$ cat src/common/isa_sig_pkg.sv
// constants and types for the expansion bus pin logic
package isa_sig_pkg;

	localparam int SA_W = 20;
	localparam int LA_W = 7;
	localparam int LA_LSB = 17;
	localparam int ADDR_W = 24;
	localparam int IO_ADDR_W = 16;
	localparam int HR_W = 20;
	localparam int STEP_W = 8;

	localparam int CLK_PERIOD_PS = 4000;
	localparam longint HARD_RESET_MIN_NS = 1000000;
	// a least time rounds up to whole cycles
	localparam int HARD_RESET_CYCLES_DEF =
		int'((HARD_RESET_MIN_NS * 1000 + CLK_PERIOD_PS - 1) / CLK_PERIOD_PS);
	localparam int SETUP_CYCLES = 2;
	localparam int STROBE_CYCLES = 3;

	typedef enum logic [1:0] {
		KIND_MEM_WRITE,
		KIND_MEM_READ,
		KIND_IO,
		KIND_REFRESH
	} cyc_kind_t;

	typedef enum logic [1:0] {
		PH_IDLE,
		PH_SETUP,
		PH_STROBE
	} phase_t;

	typedef struct packed {
		phase_t phase;
		cyc_kind_t kind;
		logic [STEP_W-1:0] step;
		logic [HR_W-1:0] hr_cnt;
		logic bus_reset;
		logic busy;
		logic done;
		logic wr_n;
		logic rd_n;
		logic ref_n;
		logic ctl_oe_n;
		logic addr_oe_n;
		logic [SA_W-1:0] sa;
		logic [LA_W-1:0] la;
		logic [SA_W-1:0] ext_sa;
		logic ext_wr;
		logic ref_prev;
		logic ext_ref_start;
	} state_t;

	localparam state_t STATE_RESET = '{
		phase: PH_IDLE,
		kind: KIND_MEM_WRITE,
		step: '0,
		hr_cnt: '0,
		bus_reset: 1'b1,
		busy: 1'b0,
		done: 1'b0,
		wr_n: 1'b1,
		rd_n: 1'b1,
		ref_n: 1'b1,
		ctl_oe_n: 1'b1,
		addr_oe_n: 1'b1,
		sa: '0,
		la: '0,
		ext_sa: '0,
		ext_wr: 1'b0,
		ref_prev: 1'b1,
		ext_ref_start: 1'b0
	};

endpackage

$ cat src/hw/isa_bus_pins.sv
// expansion bus write strobe, refresh, bus reset and address pin logic
`timescale 1ns/1ps
module isa_bus_pins #(
	parameter int HARD_RESET_CYCLES = isa_sig_pkg::HARD_RESET_CYCLES_DEF
) (
	// clock and reset
	input wire logic clk,
	input wire logic rst,
	// reset sources
	input wire logic power_good_in,
	input wire logic hard_reset_req,
	// bus ownership and suspend
	input wire logic own_bus,
	input wire logic suspend,
	// cycle request from the bridge core
	input wire logic cyc_start,
	input wire isa_sig_pkg::cyc_kind_t cyc_kind,
	input wire logic [isa_sig_pkg::ADDR_W-1:0] cyc_addr,
	output logic cyc_busy,
	output logic cyc_done,
	// memory write strobe pin
	output logic mem_write_strobe_n_out,
	output logic mem_write_strobe_n_oe_n,
	input wire logic mem_write_strobe_n_in,
	// memory read strobe pin
	output logic mem_read_strobe_n_out,
	output logic mem_read_strobe_n_oe_n,
	// refresh indicator pin
	output logic refresh_n_out,
	output logic refresh_n_oe_n,
	input wire logic refresh_n_in,
	// address pins
	output logic [isa_sig_pkg::SA_W-1:0] sys_addr_out,
	output logic sys_addr_oe_n,
	input wire logic [isa_sig_pkg::SA_W-1:0] sys_addr_in,
	output logic [isa_sig_pkg::LA_W-1:0] upper_latched_addr_out,
	output logic upper_latched_addr_oe_n,
	// bus reset and external master observations
	output logic bus_reset_out,
	output logic [isa_sig_pkg::SA_W-1:0] ext_sys_addr,
	output logic ext_mem_write,
	output logic ext_refresh_start
);
	localparam logic [isa_sig_pkg::HR_W-1:0] HR_LOAD =
		isa_sig_pkg::HR_W'(HARD_RESET_CYCLES);
	localparam logic [isa_sig_pkg::STEP_W-1:0] SETUP_LAST =
		isa_sig_pkg::STEP_W'(isa_sig_pkg::SETUP_CYCLES - 1);
	localparam logic [isa_sig_pkg::STEP_W-1:0] STROBE_LAST =
		isa_sig_pkg::STEP_W'(isa_sig_pkg::STROBE_CYCLES - 1);
	isa_sig_pkg::state_t st_reg;
	isa_sig_pkg::state_t st_next;
	logic pg_sync;
	logic wr_sync_n;
	logic ref_sync_n;
	logic [isa_sig_pkg::SA_W-1:0] sa_sync;
	logic start_ok;

	bit_sync2 #(.W(3), .RESET_VAL(3'h6)) ctl_sync (
		.clk(clk),
		.rst(rst),
		.d({mem_write_strobe_n_in, refresh_n_in, power_good_in}),
		.q({wr_sync_n, ref_sync_n, pg_sync})
	);

	bit_sync2 #(.W(isa_sig_pkg::SA_W)) addr_sync (
		.clk(clk),
		.rst(rst),
		.d(sys_addr_in),
		.q(sa_sync)
	);

	assign start_ok = cyc_start && own_bus && !suspend &&
		!st_reg.bus_reset && st_reg.phase == isa_sig_pkg::PH_IDLE;

	always_comb begin
		st_next = st_reg;
		st_next.done = 1'b0;
		st_next.ext_ref_start = 1'b0;
		// hard reset count restarts on every request
		if (hard_reset_req) begin
			st_next.hr_cnt = HR_LOAD;
		end else if (st_reg.hr_cnt != '0) begin
			st_next.hr_cnt = st_reg.hr_cnt - 1'b1;
		end
		st_next.bus_reset = !pg_sync || st_next.hr_cnt != '0;
		// pins follow ownership one edge later
		st_next.ctl_oe_n = !own_bus;
		st_next.addr_oe_n = !own_bus;
		case (st_reg.phase)
			isa_sig_pkg::PH_IDLE: begin
				if (start_ok) begin
					st_next.kind = cyc_kind;
					st_next.la = cyc_addr[isa_sig_pkg::ADDR_W-1:
						isa_sig_pkg::LA_LSB];
					if (cyc_kind == isa_sig_pkg::KIND_IO) begin
						// upper bits undefined for I/O; driven as zero
						st_next.sa = {4'h0,
							cyc_addr[isa_sig_pkg::IO_ADDR_W-1:0]};
					end else begin
						st_next.sa = cyc_addr[isa_sig_pkg::SA_W-1:0];
					end
					st_next.ref_n = cyc_kind != isa_sig_pkg::KIND_REFRESH;
					st_next.step = SETUP_LAST;
					st_next.busy = 1'b1;
					st_next.phase = isa_sig_pkg::PH_SETUP;
				end
			end
			isa_sig_pkg::PH_SETUP: begin
				if (st_reg.step != '0) begin
					st_next.step = st_reg.step - 1'b1;
				end else begin
					// dma and core writes share this strobe path
					st_next.wr_n =
						st_reg.kind != isa_sig_pkg::KIND_MEM_WRITE;
					st_next.rd_n = !(st_reg.kind == isa_sig_pkg::KIND_MEM_READ ||
						st_reg.kind == isa_sig_pkg::KIND_REFRESH);
					st_next.step = STROBE_LAST;
					st_next.phase = isa_sig_pkg::PH_STROBE;
				end
			end
			isa_sig_pkg::PH_STROBE: begin
				if (st_reg.step != '0) begin
					st_next.step = st_reg.step - 1'b1;
				end else begin
					st_next.wr_n = 1'b1;
					st_next.rd_n = 1'b1;
					st_next.ref_n = 1'b1;
					st_next.busy = 1'b0;
					st_next.done = 1'b1;
					st_next.phase = isa_sig_pkg::PH_IDLE;
				end
			end
			default: begin
				st_next.phase = isa_sig_pkg::PH_IDLE;
			end
		endcase
		// losing the bus aborts a cycle so no strobe is left low
		if (!own_bus && st_reg.phase != isa_sig_pkg::PH_IDLE) begin
			st_next.wr_n = 1'b1;
			st_next.rd_n = 1'b1;
			st_next.ref_n = 1'b1;
			st_next.busy = 1'b0;
			st_next.done = 1'b1;
			st_next.phase = isa_sig_pkg::PH_IDLE;
		end
		// external master side: sample address and commands
		st_next.ref_prev = ref_sync_n;
		if (!st_reg.ctl_oe_n) begin
			st_next.ext_wr = 1'b0;
		end else begin
			st_next.ext_wr = !wr_sync_n;
			st_next.ext_ref_start = st_reg.ref_prev && !ref_sync_n;
		end
		if (st_reg.addr_oe_n) begin
			st_next.ext_sa = sa_sync;
		end
		if (rst) begin
			st_next = isa_sig_pkg::STATE_RESET;
		end
	end

	always_ff @(posedge clk) begin
		st_reg <= st_next;
	end

	assign cyc_busy = st_reg.busy;
	assign cyc_done = st_reg.done;
	assign mem_write_strobe_n_out = st_reg.wr_n;
	assign mem_write_strobe_n_oe_n = st_reg.ctl_oe_n;
	assign mem_read_strobe_n_out = st_reg.rd_n;
	assign mem_read_strobe_n_oe_n = st_reg.ctl_oe_n;
	assign refresh_n_out = st_reg.ref_n;
	assign refresh_n_oe_n = st_reg.ctl_oe_n;
	assign sys_addr_out = st_reg.sa;
	assign sys_addr_oe_n = st_reg.addr_oe_n;
	assign upper_latched_addr_out = st_reg.la;
	assign upper_latched_addr_oe_n = st_reg.addr_oe_n;
	assign bus_reset_out = st_reg.bus_reset;
	assign ext_sys_addr = st_reg.ext_sa;
	assign ext_mem_write = st_reg.ext_wr;
	assign ext_refresh_start = st_reg.ext_ref_start;
endmodule // isa_bus_pins

$ cat src/hw/bit_sync2.sv
// two-flop synchroniser for pin inputs
`timescale 1ns/1ps
module bit_sync2 #(
	parameter int W = 1,
	parameter logic [W-1:0] RESET_VAL = '0
) (
	// clock and reset
	input wire logic clk,
	input wire logic rst,
	// asynchronous in, synchronised out
	input wire logic [W-1:0] d,
	output logic [W-1:0] q
);
	logic [W-1:0] meta_reg;

	// a wide bus is not sampled coherently; callers read it only when stable
	always_ff @(posedge clk) begin
		if (rst) begin
			meta_reg <= RESET_VAL;
			q <= RESET_VAL;
		end else begin
			meta_reg <= d;
			q <= meta_reg;
		end
	end
endmodule // bit_sync2

$ cat config.mk
export PLATFORM = sky130hd
export DESIGN_NAME = isa_bus_pins
export DESIGN_NICKNAME = d
export VERILOG_FILES = /design/src/common/isa_sig_pkg.sv /design/src/hw/isa_bus_pins.sv /design/src/hw/bit_sync2.sv
export SDC_FILE = /design/constraint.sdc
export NUM_CORES = 1
export LEC_CHECK = 0
export BUFFER_PORTS_ARGS = -buffer_cell sky130_fd_sc_hd__buf_2
export CELL_PAD_IN_SITES_DETAIL_PLACEMENT = 2
export CELL_PAD_IN_SITES_GLOBAL_PLACEMENT = 2
export CORE_MARGIN = 5
export CORE_UTILIZATION = 36
export CTS_BUF_LIST = sky130_fd_sc_hd__clkbuf_8
export CTS_CLUSTER_SIZE = 8
export DETAILED_ROUTE_END_ITERATION = 8
export PLACE_DENSITY_LB_ADDON = 0.1
export SKIP_LAST_GASP = 1
export SLEW_MARGIN = 20
export SYNTH_ARGS = -nofsm -noshare
export SYNTH_HDL_FRONTEND = slang
export SYNTH_SLANG_ARGS = --single-unit
$ cat constraint.sdc
create_clock -name clk -period 4.6 [get_ports clk]
set_input_delay 0.69 -clock clk [delete_from_list [all_inputs] [get_ports clk]]
set_output_delay 0.69 -clock clk [all_outputs]
set_load 0.02 [all_outputs]
# Word-level counts from Yosys, hierarchy flattened
# Index checks and enable logic that the tools add are counted.
# classes
add_sub_neg,2
mul,0
div,0
magnitude_cmp,0
n_eq_ne,10
shift,0
n_mux,19
n_bitwise,1
n_reduce_logical,31
# op_table
cell,count
20-bit two-way mux,3
20-bit nonzero test,2
8-bit case mux with 3 select lines,1
20-bit by 1-bit subtractor with 20-bit output (second input constant),1
8-bit two-way mux,2
12-bit two-way mux,1
3-bit AND reduction,4
2-bit inequality test (second input constant),5
2-bit nonzero test,4
8-bit nonzero test,1
8-bit by 1-bit subtractor with 8-bit output (second input constant),1
1-bit zero test,7
2-bit == test (second input constant),3
1-bit logical AND,6
2-bit two-way mux,3
2-bit case mux with 3 select lines,1
5-bit two-way mux,1
2-bit by 1-bit == test with 1-bit output (second input constant),2
4-bit two-way mux,1
1-bit case mux with 2 select lines,2
2-bit case mux with 2 select lines,1
2-bit OR reduction,2
1-bit two-way mux,3
3-bit nonzero test,1
4 further kinds,5
# totals
reg_bits,135
latchBits,0
mem_bits_rw,0
rom_bits,0
out_inout_bits,60
wordCells,84
mem_count,0

# Logic depth before layout (Yosys ltp)
# depth
depth_word,7
depth_mapped,8

# Modules after synthesis
# A second synthesis with hierarchy kept.
# unflattened
cells_unflattened,594
hier_area_um2,5516.5
# modules_own_cells
mod,instances,cells_per_inst,area_each_um2
isa_bus_pins,1,498,4202.8
bit_sync2 at addr_sync,1,84,1156.1
bit_sync2 at ctl_sync,1,12,157.7

# Worst setup path after synthesis
# No wires, ideal clock.
# synth_timing
path_kind,input -> register
start,input port suspend
end,register st_reg[84] (netlist name)
arrival_time_ns,2.026
slack_ns,2.457
stages,7
cell_sequence,nor4bb_1 -> nor2b_1 -> a211oi_1 -> clkbuf_1 -> nand4b_1 -> xor2_1 -> nor2_1
# synth_between
elab_chain_cells,6
# synth_rtl
element,line_no,text
start: declaration,isa_bus_pins.sv:14,"input wire logic suspend,"
1-bit zero test,isa_bus_pins.sv:72,assign start_ok = cyc_start && own_bus && !suspend &&
1-bit logical AND (2 in series),isa_bus_pins.sv:72,
1-bit logical AND,isa_bus_pins.sv:73,!st_reg.bus_reset && st_reg.phase == isa_sig_pkg::PH_IDLE;
2-bit inequality test (no source line),-,
3-bit AND reduction (no source line),-,
end signal: assignment,isa_bus_pins.sv:163,st_reg <= st_next;
end: declaration,isa_bus_pins.sv:50,isa_sig_pkg::state_t st_reg;
# No other way between the ends.
# A chain may end at the register's enable or synchronous reset.

# Worst setup path in the final report
# layout_timing
start,register st_reg[58] (netlist name)
end,register st_reg (netlist bit bus_reset_out)
# layout_between
elab_chain_cells,5
elab_cells_between_ends,6
# layout_rtl
element,line_no,text
20-bit by 1-bit subtractor with 20-bit output / 20-bit nonzero test (equally long branches),"isa_bus_pins.sv:83, isa_bus_pins.sv:82",
20-bit two-way mux (*),isa_bus_pins.sv:82,end else if (st_reg.hr_cnt != '0) begin
20-bit two-way mux (*),isa_bus_pins.sv:80,if (hard_reset_req) begin
20-bit nonzero test (*),isa_bus_pins.sv:85,st_next.bus_reset = !pg_sync || st_next.hr_cnt != '0;
1-bit logical OR (*),isa_bus_pins.sv:85,
# Mark *: on every way between the ends. The rest lies on a longest branch, timed or not.

==> results by group <==
Outcome
  • Status: completed

Power
  • Worst VDD drop: 0.1792 mV
  • Flop pwr share: 0.495
  • Sw Ratio: 0.2922
  • Leakage: 2.662 nW
  • Internal power: 1.768 mW
  • Clk pwr share: 0.406
  • Pwr/cell area: 401.6 nW/um^2
  • Reported net switching power: 730.1 uW
  • Logic pwr share: 0.099
  • Pwr Total: 2.498 mW

Layout
  • Final std cell area, no fill: 6221 um^2
  • Fin nets: 724
  • Layout area overhead: 14.04%
  • Seq. cell area: 2703 um^2
  • Diode count: 0
  • Final Core Density: 0.4138
  • Layout cells sized above 1: 0.2463
  • Max reg flops: 33
  • Area of the multi-input gates: 2251 um^2
  • Fillers: 1,667
  • Non-filler instance count after layout: 862

Yosys
  • Avg Inst Size Synth: 9.062 um^2
  • Sequential area share after synthesis: 0.4954
  • Post-Syn Instances: 602
  • Syn Nets: 665
  • Top FF cell, synth: dfxtp_1
  • Synth Register Bits: 135
  • Netlist Area Pre-Place: 5455 um^2
  • Warnings, synthesis: 0
  • Post-synth EDFFs: 0
  • Synth async-reset ratio: 0
  • Yosys cell types: 51

Placement
  • Port Buf Inserts: 114
  • Worst slack, placed: 1.328 ns
  • Placed wire-length estimate: 10.30 mm
  • Routability Congestion: 0.9024
  • Placed cell count: 830
  • Placed inst area: 5802 um^2

Timing
  • Fin. Hold Viols: 0
  • Final WS setup: 1.934 ns
  • Finish-stage setup viols: 0
  • Final hold slack: 0.4034 ns
  • Maximum clock frequency: 375.1 MHz
  • Setup Skew: 0.01075 ns
  • Rel. slew slack: 0.5121
  • Setup TNS: 0 ns
  • Tmin final: 2.666 ns
  • Final cycle utilization of the critical path: 0.5795
  • Pins Over Slew Limit: 0
  • Slew of the pin with the lowest slew margin: 0.7319 ns
  • RSZ-0062 raised after global routing: no

Die
  • IO Pins: 115
  • Initial Util: 0.3629
  • Die height: 133.1 um
  • Row count: 45
  • DIE AREA: 17,720 um^2
  • Die width: 133.1 um
  • Core footprint: 15,030 um^2

Routing
  • Via Count: 4,249
  • Routed Antenna Nets: 0
  • Avg WL per Cell: 16.62 um
  • 1st-iter DRT viols: 155
  • 1st-pass router iterations: 4
  • Via density: 4.929
  • Drt total wl: 14.33 mm
  • DR DRC count: 0

Job
  • Max-cap violations: 0

Clock network
  • Hold_buf cts: 0
  • CTS resizes: 0
  • Postcts setup bufs: 0
  • Clock Sinks: 135
  • CTS tree: done
  • Total CTS buffers: 17
  • Reg clk slew, reported paths: 0.09 ns
  • Skew-Pair Late Insertion Delay: 0.46 ns
  • CTS max path bufs: 2
  • CTS Root Cell: clkbuf_8
  • H-tree depth: 4

Global route
  • Gr usage total: 0.1663
  • Pin count of the biggest net entering global routing: 72
  • GR peak layer: met2
  • M1 GR Usage: 0.1994
  • Initial antenna violation count: 0
  • Global-route wire length before repair: 23.74 mm
  • Vias in the first global route: 4,584
  • Met2 Use GR: 0.2858
  • Total gr overflow: 0
  • GR Util met3: 0.04834

Setup path
  • Reg2Reg Launch Point: st_reg[58]
  • CP required: 4.90 ns
  • Crit Path Category: flop to flop
  • Worst setup SP type: flop
  • CP arrival: 2.97 ns
  • Worst setup EP type: flop
  • Worst reg2reg path depth: 8
  • Critical Path Fanout Max: 10
  • Worst reg2reg path endpoint: bus_reset_out
  • Reg-to-reg slack, setup: 1.93 ns

Worst hold path
  • Min-Delay Path Class: flop to flop
  • Worst hold stages: 1
  • Hold path startpoint: ctl_sync.q[2]
  • Hold Path End: ext_mem_write
-- worst max-delay path, cell delays in order, from the launching register on --
cell and delay (ns):
dfxtp_1 0.34, inv_1 0.13, ha_1 0.17, nor3b_1 0.36
nand3_1 0.25, nor2_2 0.42, nand2_1 0.10, a2111oi_0 0.57
nand4_1 0.16
-- cells in the mapped netlist (all sizes together) (5+ instances only) --
| library cell | number | area, um^2 |
|---|---|---|
| o21ai | 11 | 55.05 |
| nor2b | 50 | 312.8 |
| a21oi | 41 | 205.2 |
| mux2i | 22 | 220.2 |
| buf | 51 | 382.9 |
| xor2 | 13 | 113.9 |
| nand2 | 72 | 270.3 |
| xnor2 | 6 | 52.55 |
| nor2 | 63 | 241.5 |
| nand3 | 14 | 70.07 |
| dfxtp | 135 | 2703 |
| or3 | 7 | 48.80 |
| clkbuf | 25 | 93.84 |
| ha | 8 | 100.1 |
| or2 | 8 | 50.05 |
| a211oi | 5 | 37.54 |
| inv | 9 | 33.78 |
| nor4 | 6 | 50.04 |
| nor3 | 10 | 60.06 |
-- power by group through the flow --
stage | clock [mW] | sequential (mW) | combinational (mW)
floorplan | 0 | 1.25 | 0.177
global placement | 0 | 1.26 | 0.240
detailed placement | 0 | 1.26 | 0.248
CTS | 1.05 | 1.24 | 0.251
global route | 1.11 | 1.24 | 0.271
finish | 1.01 | 1.24 | 0.247
-- cells in the final DEF, fill, tap and decap left out, types with 9 or more instances in the layout --
cell	n
nor2b_1	50
dfxtp_1	135
nand3_1	14
a21oi_1	41
buf_2	113
mux2i_1	22
xor2_1	13
clkbuf_8	17
inv_1	9
nor2_1	61
nand2_1	71
-- layer usage --
metal  up-vias  share of wire
li1       2071              -
met1      2069           0.44
met2        93           0.49
met3        16          0.054
met4         0          0.015
met5         -              0
-- layout make-up --
class	instances	share of cell area
multi-input cells	382	0.3618
inverters	9	0.005430
clock buffers	17	0.03761
clock inverters	15	0.02836
flip-flops and latches	135	0.4344
well taps	188	0.03781
repair buffers	116	0.09453
-- how the worst max path moves through the flow --
stage                    start             to  slack [ns]  cells past startpoint
floorplan              suspend     st_reg[84]        2.46                      7
finish              st_reg[58]  bus_reset_out        1.93                      8
global route        st_reg[58]  bus_reset_out        1.66                      8
global placement       suspend     st_reg[82]        1.64                      7
detailed placement     suspend     st_reg[82]        1.33                      7
CTS                 st_reg[89]     st_reg[82]        1.77                      7
-- cell families (layout without fill, tap and decap cells) --
| family | after synthesis | in the layout | synth area share |
|---|---|---|---|
| flops | 135 | 135 | 0.4954 |
| mux | 22 | 22 | 0.04037 |
| xor+xnor | 19 | 19 | 0.03050 |
| compound gates | 77 | 77 | 0.08395 |
| fa+ha+maj | 8 | 8 | 0.01835 |
| simple gates | 256 | 256 | 0.2378 |
| buf+inv | 85 | 157 | 0.09358 |
(Power assumes the default switching activity.)
